**config.mk**
```make
export PLATFORM = sky130hd
export DESIGN_NAME = spt_tx_port
export DESIGN_NICKNAME = d
export VERILOG_FILES = /design/src/hw/spt_pkg.sv /design/src/hw/spt_tx_port.sv
export SDC_FILE = /design/constraint.sdc
export NUM_CORES = 1
export LEC_CHECK = 0
export BUFFER_PORTS_ARGS = -buffer_cell sky130_fd_sc_hd__buf_2
export CAP_MARGIN = 40
export CORE_ASPECT_RATIO = 1.5
export CORE_MARGIN = 3
export CORE_UTILIZATION = 35
export DETAILED_ROUTE_END_ITERATION = 10
export REMOVE_ABC_BUFFERS = 1
export SLEW_MARGIN = 0
export SYNTH_ARGS = -nofsm -noshare
export SYNTH_HDL_FRONTEND = slang
export SYNTH_SLANG_ARGS = --single-unit
```
**constraint.sdc**
```tcl
create_clock -name refClk -period 4.2 [get_ports refClk]
set_clock_uncertainty 0.1 [all_clocks]
set_input_delay 0.84 -clock refClk [delete_from_list [all_inputs] [get_ports refClk]]
set_output_delay 0.84 -clock refClk [all_outputs]
set_load 0.1 [all_outputs]
```
**src/hw/spt_pkg.sv**
```systemverilog
// Constants shared by the secondary serial port transmit block.
// Assumes an APB register bus with 32-bit data and word-aligned registers.
package spt_pkg;
   // ------------------------------------------------------------
   // Register indices (byte address is four times the index)
   // ------------------------------------------------------------
   localparam logic [7:0] IDX_PAGE_SELECT = 8'h00;
   localparam logic [7:0] IDX_FORMAT_CFG = 8'h1a;
   localparam logic [7:0] IDX_TX_DRIVE_CFG = 8'h1b;
   localparam logic [7:0] IDX_TX_OFFSET_CFG = 8'h1c;
   localparam logic [7:0] IDX_IRQ_STATUS = 8'h30;
   localparam logic [7:0] IDX_IRQ_CLEAR = 8'h31;
   localparam logic [7:0] IDX_IRQ_ENABLE = 8'h32;
   localparam logic [7:0] IDX_PORT_STATE = 8'h33;
   localparam logic [7:0] PORT_PAGE = 8'h00;

   // ------------------------------------------------------------
   // Reset values
   // ------------------------------------------------------------
   localparam logic [7:0] RST_PAGE_SELECT = 8'h00;
   localparam logic [7:0] RST_FORMAT_CFG = 8'h30;
   localparam logic [7:0] RST_TX_DRIVE_CFG = 8'h00;
   localparam logic [4:0] RST_TX_OFFSET = 5'h00;

   // ------------------------------------------------------------
   // Field positions
   // ------------------------------------------------------------
   localparam int FMT_LSB = 6;
   localparam int WLEN_LSB = 4;
   localparam int FS_INV_BIT = 3;
   localparam int BCLK_INV_BIT = 2;
   localparam int ERR_DET_OFF_BIT = 1;
   localparam int RESUME_OFF_BIT = 0;
   localparam int EDGE_SEL_BIT = 7;
   localparam int FILL_HIZ_BIT = 6;
   localparam int LSB_HALF_BIT = 5;
   localparam int KEEPER_LSB = 3;
   localparam int INT_FS_BIT = 2;
   localparam int INT_BCLK_BIT = 1;
   localparam int TDM_PW_BIT = 0;
   localparam int OFFSET_W = 5;
   localparam int IRQ_W = 2;
   localparam int IRQ_BUS_ERR = 0;
   localparam int IRQ_HALF_START = 1;

   // ------------------------------------------------------------
   // Encodings
   // ------------------------------------------------------------
   typedef enum logic [1:0] {
      FMT_TDM = 2'h0, FMT_I2S = 2'h1, FMT_LEFT_JUSTIFIED = 2'h2, FMT_RESERVED = 2'h3
   } spt_format_t;
   typedef enum logic [1:0] {
      KEEP_OFF = 2'h0, KEEP_ON = 2'h1, KEEP_LSB_ONE = 2'h2, KEEP_LSB_ONE_HALF = 2'h3
   } spt_keeper_t;
   typedef enum logic [1:0] {
      ST_IDLE = 2'h0, ST_RUN = 2'h1, ST_RECOVER = 2'h2, ST_HALT = 2'h3
   } spt_state_t;
   localparam logic [5:0] WLEN_16 = 6'h10;
   localparam logic [5:0] WLEN_20 = 6'h14;
   localparam logic [5:0] WLEN_24 = 6'h18;
   localparam logic [5:0] WLEN_32 = 6'h20;
   localparam logic [5:0] I2S_DELAY = 6'h01;
   localparam logic [6:0] CNT_MAX = 7'h7f;
endpackage : spt_pkg

```
**src/hw/spt_tx_port.sv**
```systemverilog
// Secondary audio serial port: configuration registers and data transmitter.
// Assumes APB on ref_clk; bit clock and frame sync pins are asynchronous.
`timescale 1ns/100ps

module spt_tx_port #(
   parameter int NUM_PINS = 2,
   parameter int INT_BCLK_HALF = 4
) (
   input wire logic refClk, // 40 MHz system clock
   input wire logic srst, // Synchronous reset, active high
   input wire logic psel, // APB select
   input wire logic penable, // APB enable
   input wire logic pwrite, // APB direction
   input wire logic [11:0] paddr, // APB byte address
   input wire logic [31:0] pwdata, // APB write data
   output logic [31:0] prdata, // APB read data
   output logic pready, // APB ready
   output logic pslverr, // APB error
   input wire logic bitClockIn, // External bit clock pin
   input wire logic frameSyncIn, // External frame sync pin
   output logic bitClockOut, // Internal bit clock drive
   output logic frameSyncOut, // Internal frame sync drive
   input wire logic [31:0] txWord [NUM_PINS], // Word per data pin
   output logic txWordTaken, // Pulse: words latched
   output logic [NUM_PINS-1:0] dataOut, // Data pin levels
   output logic [NUM_PINS-1:0] dataOe, // Data pin enables
   output logic keeperOn, // Data pin bus keeper enable
   output logic irq // Level interrupt
);
   // ------------------------------------------------------------
   // Register file
   // ------------------------------------------------------------
   logic [7:0] page_reg, page_next;
   logic [7:0] fmtCfg_reg, fmtCfg_next;
   logic [7:0] drvCfg_reg, drvCfg_next;
   logic [4:0] offset_reg, offset_next;
   logic [1:0] irqEn_reg, irqEn_next;
   logic [1:0] irqSt_reg, irqSt_next;
   logic [31:0] prdata_reg, prdata_next;
   logic pready_reg, pready_next;
   logic pslverr_reg, pslverr_next;
   logic irq_reg, irq_next;
   logic [1:0] events;
   logic [7:0] idx;
   logic onPage, mapped, wrDone, fmtWritten;
   spt_pkg::spt_state_t state_reg, state_next;

   assign idx = paddr[9:2];
   assign onPage = (page_reg == spt_pkg::PORT_PAGE);
   assign wrDone = psel && penable && pready_reg && pwrite && !pslverr_reg;
   assign fmtWritten = wrDone && (idx == spt_pkg::IDX_FORMAT_CFG);

   // Decode, read mux, write effects and sticky status
   always_comb begin
      page_next = page_reg;
      fmtCfg_next = fmtCfg_reg;
      drvCfg_next = drvCfg_reg;
      offset_next = offset_reg;
      irqEn_next = irqEn_reg;
      prdata_next = prdata_reg;
      pready_next = 1'b0;
      pslverr_next = 1'b0;
      mapped = 1'b1;
      irqSt_next = irqSt_reg;
      if (psel && !penable) begin
         pready_next = 1'b1;
         prdata_next = 32'h0;
         if (idx == spt_pkg::IDX_PAGE_SELECT) begin
            prdata_next[7:0] = page_reg;
         end else if (!onPage) begin
            mapped = 1'b0;
         end else if (idx == spt_pkg::IDX_FORMAT_CFG) begin
            prdata_next[7:0] = fmtCfg_reg;
         end else if (idx == spt_pkg::IDX_TX_DRIVE_CFG) begin
            prdata_next[7:0] = drvCfg_reg;
         end else if (idx == spt_pkg::IDX_TX_OFFSET_CFG) begin
            prdata_next[4:0] = offset_reg;
         end else if (idx == spt_pkg::IDX_IRQ_STATUS) begin
            prdata_next[1:0] = irqSt_reg;
         end else if (idx == spt_pkg::IDX_IRQ_CLEAR) begin
            prdata_next = 32'h0;
         end else if (idx == spt_pkg::IDX_IRQ_ENABLE) begin
            prdata_next[1:0] = irqEn_reg;
         end else if (idx == spt_pkg::IDX_PORT_STATE) begin
            prdata_next[1:0] = state_reg;
         end else begin
            mapped = 1'b0;
         end
         pslverr_next = !mapped || (paddr[1:0] != 2'h0);
         if (pslverr_next) prdata_next = 32'h0; // Refused access reads zero
      end
      if (wrDone) begin
         if (idx == spt_pkg::IDX_PAGE_SELECT) begin
            page_next = pwdata[7:0];
         end else if (idx == spt_pkg::IDX_FORMAT_CFG) begin
            fmtCfg_next = pwdata[7:0];
         end else if (idx == spt_pkg::IDX_TX_DRIVE_CFG) begin
            drvCfg_next = pwdata[7:0];
         end else if (idx == spt_pkg::IDX_TX_OFFSET_CFG) begin
            offset_next = pwdata[4:0];
         end else if (idx == spt_pkg::IDX_IRQ_CLEAR) begin
            irqSt_next = irqSt_reg & ~pwdata[1:0];
         end else if (idx == spt_pkg::IDX_IRQ_ENABLE) begin
            irqEn_next = pwdata[1:0];
         end
      end
      irqSt_next = irqSt_next | events; // Set wins over clear
      irq_next = |(irqSt_next & irqEn_next);
   end

   // Register file state
   always_ff @(posedge refClk) begin
      if (srst) begin
         page_reg <= spt_pkg::RST_PAGE_SELECT;
         fmtCfg_reg <= spt_pkg::RST_FORMAT_CFG;
         drvCfg_reg <= spt_pkg::RST_TX_DRIVE_CFG;
         offset_reg <= spt_pkg::RST_TX_OFFSET;
         irqEn_reg <= 2'h0;
         irqSt_reg <= 2'h0;
         prdata_reg <= 32'h0;
         pready_reg <= 1'b0;
         pslverr_reg <= 1'b0;
         irq_reg <= 1'b0;
      end else begin
         page_reg <= page_next;
         fmtCfg_reg <= fmtCfg_next;
         drvCfg_reg <= drvCfg_next;
         offset_reg <= offset_next;
         irqEn_reg <= irqEn_next;
         irqSt_reg <= irqSt_next;
         prdata_reg <= prdata_next;
         pready_reg <= pready_next;
         pslverr_reg <= pslverr_next;
         irq_reg <= irq_next;
      end
   end

   // ------------------------------------------------------------
   // Configuration fields
   // ------------------------------------------------------------
   spt_pkg::spt_format_t fmt;
   spt_pkg::spt_keeper_t keepMode;
   logic [5:0] wlen, delay;
   assign fmt = spt_pkg::spt_format_t'(fmtCfg_reg[spt_pkg::FMT_LSB +: 2]);
   assign keepMode = spt_pkg::spt_keeper_t'(drvCfg_reg[spt_pkg::KEEPER_LSB +: 2]);

   // Word length decode and slot zero MSB position
   always_comb begin
      case (fmtCfg_reg[spt_pkg::WLEN_LSB +: 2])
         2'h0: wlen = spt_pkg::WLEN_16;
         2'h1: wlen = spt_pkg::WLEN_20;
         2'h2: wlen = spt_pkg::WLEN_24;
         default: wlen = spt_pkg::WLEN_32;
      endcase
      delay = {1'b0, offset_reg};
      if (fmt == spt_pkg::FMT_I2S) begin
         delay = delay + spt_pkg::I2S_DELAY;
      end
   end

   // ------------------------------------------------------------
   // Internal bit clock and frame sync generator
   // ------------------------------------------------------------
   logic [15:0] div_reg, div_next;
   logic intBclk_reg, intBclk_next;
   logic [6:0] intCnt_reg, intCnt_next;
   logic intFs_reg, intFs_next;
   logic [6:0] pulseW;

   // Divider, frame counter and standard-polarity frame sync
   always_comb begin
      div_next = div_reg + 16'h1;
      intBclk_next = intBclk_reg;
      intCnt_next = intCnt_reg;
      pulseW = drvCfg_reg[spt_pkg::TDM_PW_BIT] ? 7'h2 : 7'h1;
      if (div_reg == 16'(INT_BCLK_HALF - 1)) begin
         div_next = 16'h0;
         intBclk_next = !intBclk_reg;
         if (intBclk_reg) begin
            intCnt_next = (intCnt_reg >= {wlen, 1'b0} - 7'h1) ? 7'h0 : intCnt_reg + 7'h1;
         end
      end
      case (fmt)
         spt_pkg::FMT_TDM: intFs_next = intCnt_next < pulseW;
         spt_pkg::FMT_I2S: intFs_next = intCnt_next >= {1'b0, wlen};
         default: intFs_next = intCnt_next < {1'b0, wlen};
      endcase
   end

   // Generator state
   always_ff @(posedge refClk) begin
      if (srst) begin
         div_reg <= 16'h0;
         intBclk_reg <= 1'b0;
         intCnt_reg <= 7'h0;
         intFs_reg <= 1'b0;
         bitClockOut <= 1'b0;
         frameSyncOut <= 1'b0;
      end else begin
         div_reg <= div_next;
         intBclk_reg <= intBclk_next;
         intCnt_reg <= intCnt_next;
         intFs_reg <= intFs_next;
         bitClockOut <= intBclk_reg ^ fmtCfg_reg[spt_pkg::BCLK_INV_BIT];
         frameSyncOut <= intFs_reg ^ fmtCfg_reg[spt_pkg::FS_INV_BIT];
      end
   end

   // ------------------------------------------------------------
   // Pin synchronisers and edge detection
   // ------------------------------------------------------------
   logic [1:0] bclkSync_reg, fsSync_reg;
   logic bclkPrev_reg, fsPrev_reg;
   logic bclkLvl, fsLvl, riseEvt, fallEvt, launchEvt, midEvt, fsEdge, halfStart;

   // Two-stage capture of the link pins
   always_ff @(posedge refClk) begin
      if (srst) begin
         bclkSync_reg <= 2'h0;
         fsSync_reg <= 2'h0;
         bclkPrev_reg <= 1'b0;
         fsPrev_reg <= 1'b0;
      end else begin
         bclkSync_reg <= {bclkSync_reg[0], bitClockIn};
         fsSync_reg <= {fsSync_reg[0], frameSyncIn};
         bclkPrev_reg <= bclkLvl;
         fsPrev_reg <= riseEvt ? fsLvl : fsPrev_reg; // Frame sync level at last rise
      end
   end

   // Protocol-polarity levels and edge events
   always_comb begin
      bclkLvl = drvCfg_reg[spt_pkg::INT_BCLK_BIT] ? intBclk_reg :
         (bclkSync_reg[1] ^ fmtCfg_reg[spt_pkg::BCLK_INV_BIT]);
      fsLvl = drvCfg_reg[spt_pkg::INT_FS_BIT] ? intFs_reg :
         (fsSync_reg[1] ^ fmtCfg_reg[spt_pkg::FS_INV_BIT]);
      riseEvt = bclkLvl && !bclkPrev_reg;
      fallEvt = !bclkLvl && bclkPrev_reg;
      launchEvt = drvCfg_reg[spt_pkg::EDGE_SEL_BIT] ? riseEvt : fallEvt;
      midEvt = drvCfg_reg[spt_pkg::EDGE_SEL_BIT] ? fallEvt : riseEvt;
      fsEdge = (fmt == spt_pkg::FMT_TDM) ? (fsLvl && !fsPrev_reg) : (fsLvl != fsPrev_reg);
      halfStart = riseEvt && fsEdge;
   end

   // ------------------------------------------------------------
   // Transmit sequencer
   // ------------------------------------------------------------
   logic [6:0] bitCnt_reg, bitCnt_next;
   logic seen_reg, seen_next;
   logic lsb_reg, lsb_next, tail_reg, tail_next;
   logic taken_reg, taken_next, keep_next;
   logic [31:0] word_reg [NUM_PINS];
   logic [NUM_PINS-1:0] dout_next, doe_next;
   logic active, isLsb, shortHalf, busErr;
   logic [6:0] pos;
   logic [4:0] bitIdx;

   // Slot position, run state and error detection
   always_comb begin
      pos = bitCnt_reg - {1'b0, delay};
      active = (bitCnt_reg >= {1'b0, delay}) && (pos < {1'b0, wlen});
      isLsb = active && (pos == {1'b0, wlen} - 7'h1);
      bitIdx = 5'(wlen - 6'h1 - pos[5:0]);
      shortHalf = seen_reg && (bitCnt_reg < {1'b0, wlen} + {1'b0, delay});
      busErr = halfStart && shortHalf && !fmtCfg_reg[spt_pkg::ERR_DET_OFF_BIT]
         && (state_reg == spt_pkg::ST_RUN);
      state_next = state_reg;
      case (state_reg)
         spt_pkg::ST_IDLE: begin
            if (fmt != spt_pkg::FMT_RESERVED) state_next = spt_pkg::ST_RUN;
         end
         spt_pkg::ST_RUN: begin
            if (fmt == spt_pkg::FMT_RESERVED) begin
               state_next = spt_pkg::ST_IDLE;
            end else if (busErr) begin
               state_next = fmtCfg_reg[spt_pkg::RESUME_OFF_BIT] ?
                  spt_pkg::ST_HALT : spt_pkg::ST_RECOVER;
            end
         end
         spt_pkg::ST_RECOVER: begin
            if (halfStart) state_next = spt_pkg::ST_RUN;
         end
         spt_pkg::ST_HALT: begin
            if (fmtWritten) state_next = spt_pkg::ST_IDLE;
         end
         default: state_next = spt_pkg::ST_IDLE;
      endcase
      events = 2'h0;
      events[spt_pkg::IRQ_BUS_ERR] = busErr;
      events[spt_pkg::IRQ_HALF_START] = halfStart && (state_reg == spt_pkg::ST_RUN);
   end

   // Bit counter, LSB tracking and keeper
   always_comb begin
      bitCnt_next = bitCnt_reg;
      seen_next = seen_reg;
      lsb_next = lsb_reg;
      tail_next = tail_reg;
      taken_next = halfStart;
      if (halfStart) begin
         bitCnt_next = 7'h0;
         seen_next = (state_reg == spt_pkg::ST_RUN);
      end else if (launchEvt) begin
         if (bitCnt_reg != spt_pkg::CNT_MAX) bitCnt_next = bitCnt_reg + 7'h1;
         lsb_next = isLsb && (state_reg == spt_pkg::ST_RUN);
         tail_next = lsb_reg;
      end else if (midEvt) begin
         tail_next = 1'b0;
      end
      case (keepMode)
         spt_pkg::KEEP_OFF: keep_next = 1'b0;
         spt_pkg::KEEP_ON: keep_next = 1'b1;
         spt_pkg::KEEP_LSB_ONE: keep_next = lsb_next;
         default: keep_next = lsb_next || tail_next;
      endcase
   end

   // Sequencer state
   always_ff @(posedge refClk) begin
      if (srst) begin
         state_reg <= spt_pkg::ST_IDLE;
         bitCnt_reg <= spt_pkg::CNT_MAX;
         seen_reg <= 1'b0;
         lsb_reg <= 1'b0;
         tail_reg <= 1'b0;
         taken_reg <= 1'b0;
         keeperOn <= 1'b0;
      end else begin
         state_reg <= state_next;
         bitCnt_reg <= bitCnt_next;
         seen_reg <= seen_next;
         lsb_reg <= lsb_next;
         tail_reg <= tail_next;
         taken_reg <= taken_next;
         keeperOn <= keep_next;
      end
   end

   // Per-pin word latch and drive
   for (genvar i = 0; i < NUM_PINS; i++) begin : gPin
      always_comb begin
         dout_next[i] = dataOut[i];
         doe_next[i] = dataOe[i];
         if (state_reg != spt_pkg::ST_RUN) begin
            dout_next[i] = 1'b0;
            doe_next[i] = 1'b0;
         end else if (launchEvt && !halfStart) begin
            if (active) begin
               dout_next[i] = word_reg[i][bitIdx];
               doe_next[i] = 1'b1;
            end else begin
               dout_next[i] = 1'b0;
               doe_next[i] = !drvCfg_reg[spt_pkg::FILL_HIZ_BIT];
            end
         end else if (midEvt && lsb_reg && drvCfg_reg[spt_pkg::LSB_HALF_BIT]) begin
            doe_next[i] = 1'b0;
         end
      end

      always_ff @(posedge refClk) begin
         if (srst) begin
            word_reg[i] <= 32'h0;
            dataOut[i] <= 1'b0;
            dataOe[i] <= 1'b0;
         end else begin
            if (halfStart) word_reg[i] <= txWord[i];
            dataOut[i] <= dout_next[i];
            dataOe[i] <= doe_next[i];
         end
      end
   end

   // Bus outputs
   assign prdata = prdata_reg;
   assign pready = pready_reg;
   assign pslverr = pslverr_reg;
   assign irq = irq_reg;
   assign txWordTaken = taken_reg;
endmodule : spt_tx_port

```
Yosys cells after proc, flatten, opt, wreduce, memory -nomap -nowiden

Memory sizes are Yosys's and may differ from the RTL's.
Cells that the tools add are included.

Add/sub/neg operators: 10
Order comparisons: 8
Equal/unequal tests: 26
Muxes and demuxes: 79
Bitwise operators: 14
Reductions and logical operators: 53

Operator list:

| operator                                       | number |
|---|---|
| two-way mux 32 bit                             | 3 |
| two-way mux 2 bit                              | 23 |
| two-way mux 7 bit                              | 6 |
| two-way mux 1 bit                              | 34 |
| == test 8 x 6 -> 1 bit, second input constant  | 4 |
| two-way mux 8 bit                              | 4 |
| == test 8 x 5 -> 1 bit, second input constant  | 3 |
| two-way mux 24 bit                             | 1 |
| logical AND 1 bit                              | 21 |
| one-hot mux 6 bit (3 select lines)             | 1 |
| adder 16 x 1 -> 16 bit, second input constant  | 1 |
| == test 16 x 2 -> 1 bit, second input constant | 1 |
| zero test 8 bit                                | 2 |
| adder 7 x 1 -> 7 bit, second input constant    | 2 |
| >= comparator 7 x 6 -> 1 bit                   | 2 |
| less-than comparator 7 x 6 -> 1 bit            | 2 |
| binary-select mux 1 bit (select 5 bit)         | 2 |
| == test 2 bit, second input constant           | 5 |
| zero test 1 bit                                | 10 |
| == test 2 x 1 -> 1 bit, second input constant  | 4 |
| zero test 2 bit                                | 4 |
| inequality test 2 bit, second input constant   | 4 |
| one-hot mux 2 bit (4 select lines)             | 1 |
| AND reduction 4 bit                            | 2 |
| 32 further kinds                               | 48 |

Flip-flop bits (word level): 118
Memory bits (writable): 64
Bits of input ports: 115
Output and inout port bits: 43
Word-level logic and storage cells: 221
Memories: 1

Memories:

| name     | depth | bits a word | rd ports | clocked after Yosys merged registers in | write ports | RTL line           | text |
|---|---|---|---|---|---|---|---|
| word_reg | 2     | 32          | 2        | 0                                       | 2           | spt_tx_port.sv:252 | `logic [31:0] word_reg [NUM_PINS];` |

Logic depth before layout (Yosys ltp)

Word-level depth: 14
Gate-level depth with buffers: 17
Mapped depth without buffers: 16

Worst setup path after synthesis

OpenSTA, ideal clock, no wires.

Path kind: register to register
Start point: register fmtCfg_reg[6]
End point: register dataOut[0]
Setup time: 0.121 ns
Data arrival time: 3.682 ns
Data required time: 3.979 ns
Slack: 0.296 ns
Stages on the path, launching flop included: 16
Cells stage by stage: dfxtp_1 -> clkbuf_1 -> nor2b_1 -> mux2_2 -> inv_1 -> ha_1 -> nor2b_1 -> o21ai_0 -> nand2b_1 -> xor2_1 -> inv_1 -> fa_1 -> xor2_1 -> mux4_2 -> mux2i_1 -> o21ai_1

Longest elaborated chain between the ends: 7

Ends and longest elaborated chain:

| what                                    | RTL line           | text |
|---|---|---|
| start: declaration                      | spt_tx_port.sv:34  | `logic [7:0] fmtCfg_reg, fmtCfg_next;` |
| start signal: assignment                | spt_tx_port.sv:115 | `fmtCfg_reg <= spt_pkg::RST_FORMAT_CFG;` |
| start signal: assignment                | spt_tx_port.sv:126 | `fmtCfg_reg <= fmtCfg_next;` |
| == test 2 x 1 -> 1 bit                  | spt_tx_port.sv:156 | `if (fmt == spt_pkg::FMT_I2S) begin` |
| two-way mux 6 bit                       | spt_tx_port.sv:156 |  |
| subtractor 7 x 6 -> 7 bit               | spt_tx_port.sv:260 | `pos = bitCnt_reg - {1'b0, delay};` |
| subtractor 5 bit                        | spt_tx_port.sv:263 | `bitIdx = 5'(wlen - 6'h1 - pos[5:0]);` |
| binary-select mux 1 bit (select 5 bit)  | spt_tx_port.sv:349 | `dout_next[i] = word_reg[i][bitIdx];` |
| two-way mux 1 bit (not written as such) | spt_tx_port.sv:349 |  |
| two-way mux 1 bit                       | spt_tx_port.sv:348 | `if (active) begin` |
| end signal: indexed assignment          | spt_tx_port.sv:367 | `dataOut[i] <= dout_next[i];` |
| end: declaration                        | spt_tx_port.sv:25  | `output logic [NUM_PINS-1:0] dataOut,` |

Parallel ways exist; a longest one is shown, timed or not. The select of a mux whose other input is x is not followed.
A chain may end at the register's enable or synchronous reset.

Final worst setup path

Start point: register offset_reg[0]
End point: register keeperOn

Longest elaborated chain between the ends: 11

Ends and longest elaborated chain:

| what                                 | RTL line           | text |
|---|---|---|
| start: declaration                   | spt_tx_port.sv:36  | `logic [4:0] offset_reg, offset_next;` |
| start signal: assignment             | spt_tx_port.sv:117 | `offset_reg <= spt_pkg::RST_TX_OFFSET;` |
| start signal: assignment             | spt_tx_port.sv:128 | `offset_reg <= offset_next;` |
| adder 5 x 1 -> 6 bit                 | spt_tx_port.sv:157 | `delay = delay + spt_pkg::I2S_DELAY;` |
| two-way mux 6 bit *                  | spt_tx_port.sv:156 |  |
| subtractor 7 x 6 -> 7 bit            | spt_tx_port.sv:260 |  |
| less-than comparator 7 x 6 -> 1 bit  | spt_tx_port.sv:261 | `active = (bitCnt_reg >= {1'b0, delay}) && (pos < {1'b0, wlen});` |
| logical AND 1 bit                    | spt_tx_port.sv:261 |  |
| logical AND 1 bit *                  | spt_tx_port.sv:262 | `isLsb = active && (pos == {1'b0, wlen} - 7'h1);` |
| logical AND 1 bit *                  | spt_tx_port.sv:305 | `lsb_next = isLsb && (state_reg == spt_pkg::ST_RUN);` |
| two-way mux 1 bit *                  | spt_tx_port.sv:303 | `end else if (launchEvt) begin` |
| two-way mux 1 bit *                  | spt_tx_port.sv:300 | `if (halfStart) begin` |
| logical OR 1 bit                     | spt_tx_port.sv:314 | `default: keep_next = lsb_next \|\| tail_next;` |
| one-hot mux 1 bit (3 select lines) * | spt_tx_port.sv:310 | `case (keepMode)` |
| end signal: assignment               | spt_tx_port.sv:335 | `keeperOn <= keep_next;` |
| end: declaration                     | spt_tx_port.sv:27  | `output logic keeperOn,` |

Mark *: on every way between the ends. The rest lies on a longest branch, timed or not.

==> flow_metrics.py <==
metrics = {
    "yosys": {
        "ys_dominant_reg_cell": "sky130_fd_sc_hd__dfxtp_1",
        "yosys_warnings": 0,
        "synth_top_cell_by_area": "sky130_fd_sc_hd__edfxtp_1",
        "syn-mean-instance-area_sq_um": 10.3,
        "yosys.area.top_type_share": 0.228,
        "post_synth_instance_area_sq_mm": 0.00842,
        "synth_area_leaders": "sky130_fd_sc_hd__edfxtp_1 (23%), sky130_fd_sc_hd__dfxtp_1 (22%), sky130_fd_sc_hd__ha_1 (5.6%), sky130_fd_sc_hd__mux4_2 (5.3%), sky130_fd_sc_hd__and2_1 (5.0%)",
        "yosysMostFrequentCell": "sky130_fd_sc_hd__dfxtp_1",
        "synthesis.instances": 817,
        "synth-edff-count": 64,
        "synth_sequential_area_ratio": 0.452,
        "synth_top_cells_by_count": "sky130_fd_sc_hd__dfxtp_1 (94), sky130_fd_sc_hd__nor2_1 (80), sky130_fd_sc_hd__and2_1 (67), sky130_fd_sc_hd__edfxtp_1 (64), sky130_fd_sc_hd__nand2_1 (51)",
        "netlist-cell-type-count": 63,
        "async_sr_flop_fraction": 0,
        "synth_seq_cells": 158,
    },
    "clock_network": {
        "clock_tree.root_cell": "sky130_fd_sc_hd__clkbuf_16",
        "ctsHtreeMaxLevel": 4,
        "path_clk_slew_ns": 0.07,
        "clkSinkCount": 158,
        "cts.hold.buffers_added": 0,
        "worstSkewPairLatency_ns": 0.43,
        "ctsResizeCount": 0,
        "cts_tree": "yes",
        "cts_setup_buffers": 0,
        "cts_buffer_depth": 2,
        "cts_inserted_buffers": 17,
    },
    "drt": {
        "detail_route.iter0.violations": 215,
        "firstDrtPassIters": 4,
        "detail-route-antenna-nets": 0,
        "route.detailed.vias_per_inst": 4.83,
        "vias_after_detailed_routing": 6063,
        "post-route-drc-count": 0,
        "post_drt_wl_per_cell_microns": 14.5,
        "routed_wirelength_microns": 18100,
    },
    "layout": {
        "layout-drive-gt1-share": 0.198,
        "finish.net_count": 1082,
        "final_area_sq_mm": 0.00987,
        "diodes": 0,
        "areaGrowthSynthToFinish_pct": 17.2,
        "number_of_flip_flops_in_the_largest_register": 64,
        "final_cell_count_no_fill": 1254,
    },
    "critical_path": {
        "rr_worst_depth": 16,
        "worst_path_largest_cell_delay_ns": 0.52,
        "worst_setup_path_startpoint": "offset_reg[0]",
        "critPathKind": "reg -> reg",
        "critical_path_required_ns": 4.45,
        "slowest_stage": "sky130_fd_sc_hd__or4_4",
        "crit_fanout": 6,
        "cp.arrival_ns": 4.17,
        "r2r_startpoint": "offset_reg[0]",
        "timing.critical_path.mode_cell": "sky130_fd_sc_hd__ha_1",
        "crit_family": "simple AND/OR/NAND/NOR gates",
        "path_length_in_cells_of_the_critical_path": 16,
        "critical_path.startpoint_type": "flop",
        "cp.buffers_inverters": 1,
        "ordered_list_of_cells_on_the_worst_path": "ha_1, mux2_2, inv_1, ha_1, nor2b_1, o21ai_0, nand2b_1, xor2_1, ha_1, nor2b_1, o21ai_0, nand2b_1, a211oi_2, o31ai_1, or4_4, a311oi_2",
        "reg2reg_to": "keeperOn",
        "worst_setup_path_endpoint": "keeperOn",
        "endpoint_kind": "flop",
        "worst-r2r-setup-slack_ns": 0.28,
    },
    "floorplan": {
        "placeableCoreArea_sq_mm": 0.0233,
        "std_cell_rows": 68,
        "die_h_microns": 196,
        "dieArea_sq_mm": 0.0260,
        "ios": 158,
        "floorplan.die.width_microns": 133,
        "initial_core_util": 0.361,
    },
    "place": {
        "place_inst": 1222,
        "dp.final_hpwl_microns": 13800,
        "buffer_ports.inserted": 107,
        "place_area_sq_mm": 0.00930,
        "routability_cong": 0.818,
    },
    "min_path": {
        "hold_path_class": "reg -> reg",
    },
    "timing": {
        "hold-worst-slack_ns": 0.338,
        "rsz0062_at_grt": "no",
        "final_min_period_ns": 3.92,
        "timing_hold_violations_final": 0,
        "fin_crit_share": 0.933,
        "maxClockFrequency_mhz": 255,
        "max-slew-margin-rel": 0.454,
        "transition_time_at_the_pin_with_the_least_slew_margin_ns": 0.813,
        "timing.setup.tns_ns": 0,
        "drv_slew": 0,
        "setup_violations": 0,
    },
    "global_routing": {
        "first_global_vias": 6240,
        "antenna_found_initial": 0,
        "globalRouteTotalUtil": 0.144,
        "largest_net_degree_at_the_start_of_global_routing": 66,
        "grt_pass1_wl_microns": 30300,
        "grt-ovfl-total": 0,
    },
    "power_and_ir_drop": {
        "power_per_cell_area_mw_per_mm2": 350,
        "fin_total_pwr_mw": 3.45,
        "cellLeakagePower_nw": 3.96,
        "vdd.ir_drop.worst_uv": 266,
    },
    "status": {
        "outcome": "finished clean",
    },
    "job": {
        "timing.max_cap.violations": 0,
    },
}
==> cell usage in the layout (no fill, tap or decap), drive strengths merged, types with 14 or more instances in the layout <==
master	count
buf	124
xnor2	27
mux2i	38
edfxtp	64
o21ai	30
nor2	80
nand3	34
nor2b	19
and2	67
clkbuf	20
mux4	20
a21oi	24
nand2	51
inv	27
conb	24
nand2b	14
dfxtp	94
ha	38
==> power breakdown <==
part,switching [mW],total (mW),leakage (nW),internal (mW)
clock network,0.630,1.51,0.265,0.879
logic,0.206,0.298,2.28,0.0920
registers,0.0184,1.65,1.42,1.63
total,0.854,3.45,3.96,2.60
==> worst register-to-register path: stages (launching register included) <==
cell and delay (ns):
sky130_fd_sc_hd__dfxtp_1 0.43, sky130_fd_sc_hd__ha_1 0.27, sky130_fd_sc_hd__mux2_2 0.30, sky130_fd_sc_hd__inv_1 0.07
sky130_fd_sc_hd__ha_1 0.24, sky130_fd_sc_hd__nor2b_1 0.17, sky130_fd_sc_hd__o21ai_0 0.16, sky130_fd_sc_hd__nand2b_1 0.11
sky130_fd_sc_hd__xor2_1 0.21, sky130_fd_sc_hd__ha_1 0.26, sky130_fd_sc_hd__nor2b_1 0.12, sky130_fd_sc_hd__o21ai_0 0.16
sky130_fd_sc_hd__nand2b_1 0.09, sky130_fd_sc_hd__a211oi_2 0.24, sky130_fd_sc_hd__o31ai_1 0.14, sky130_fd_sc_hd__or4_4 0.52
sky130_fd_sc_hd__a311oi_2 0.26
==> cell type report <==
cell class                      count  area [sq um]
Multi-Input combinational cell    600          4310
Clock inverter                     12           138
Clock buffer                       20           437
Fill cell                        2370         13400
Inverter                           25          93.8
Sequential cell                   158          3800
Timing Repair Buffer              124           696
Tap cell                          315           394
==> kinds of logic (layout without fill, tap and decap cells) <==
group / count (synthesis) / after routing / share of synthesized area
AOI/OAI and AO/OA: 119 / 119 / 0.0988
DFF: 158 / 158 / 0.452
other: 1 / 24 / 0.000445
buffers and inverters: 82 / 181 / 0.0480
xor gates and xnor gates: 41 / 41 / 0.0444
muxes: 61 / 61 / 0.103
and+or+nand+nor: 314 / 314 / 0.190
adders and majority gates: 41 / 41 / 0.0636
==> routing by layer <==
layer	vias up	GRT usage	part of all wire
li1	3067	-	-
met1	2855	0.163	0.42
met2	128	0.270	0.53
met3	13	0.0308	0.040
met4	0	0.0447	0.012
met5	-	0	0
==> how the worst min path moves through the flow <==
| stage | from | endpoint | slack (ns) | depth (start not counted) |
|---|---|---|---|---|
| after floorplan | bclkSync_reg[0] | bclkSync_reg[1] | 0.31 | 1 |
| after global placement | bclkSync_reg[0] | bclkSync_reg[1] | 0.32 | 1 |
| after detailed placement | fsSync_reg[0] | fsSync_reg[1] | 0.33 | 1 |
| after CTS | fsSync_reg[0] | fsSync_reg[1] | 0.35 | 1 |
| after global routing | bclkSync_reg[0] | bclkSync_reg[1] | 0.36 | 1 |
| final | fsSync_reg[0] | fsSync_reg[1] | 0.34 | 1 |
==> metrics by stage <==
step / setup slack (ns) / util
after floorplan: 0.400 / -
after global placement: 0.296 / 0.397
after detailed placement: 0.231 / 0.399
after CTS: 0.197 / 0.423
after global routing: 0.0706 / 0.424
final: 0.280 / 0.424
Note: power is estimated with default switching activity, not from simulation.
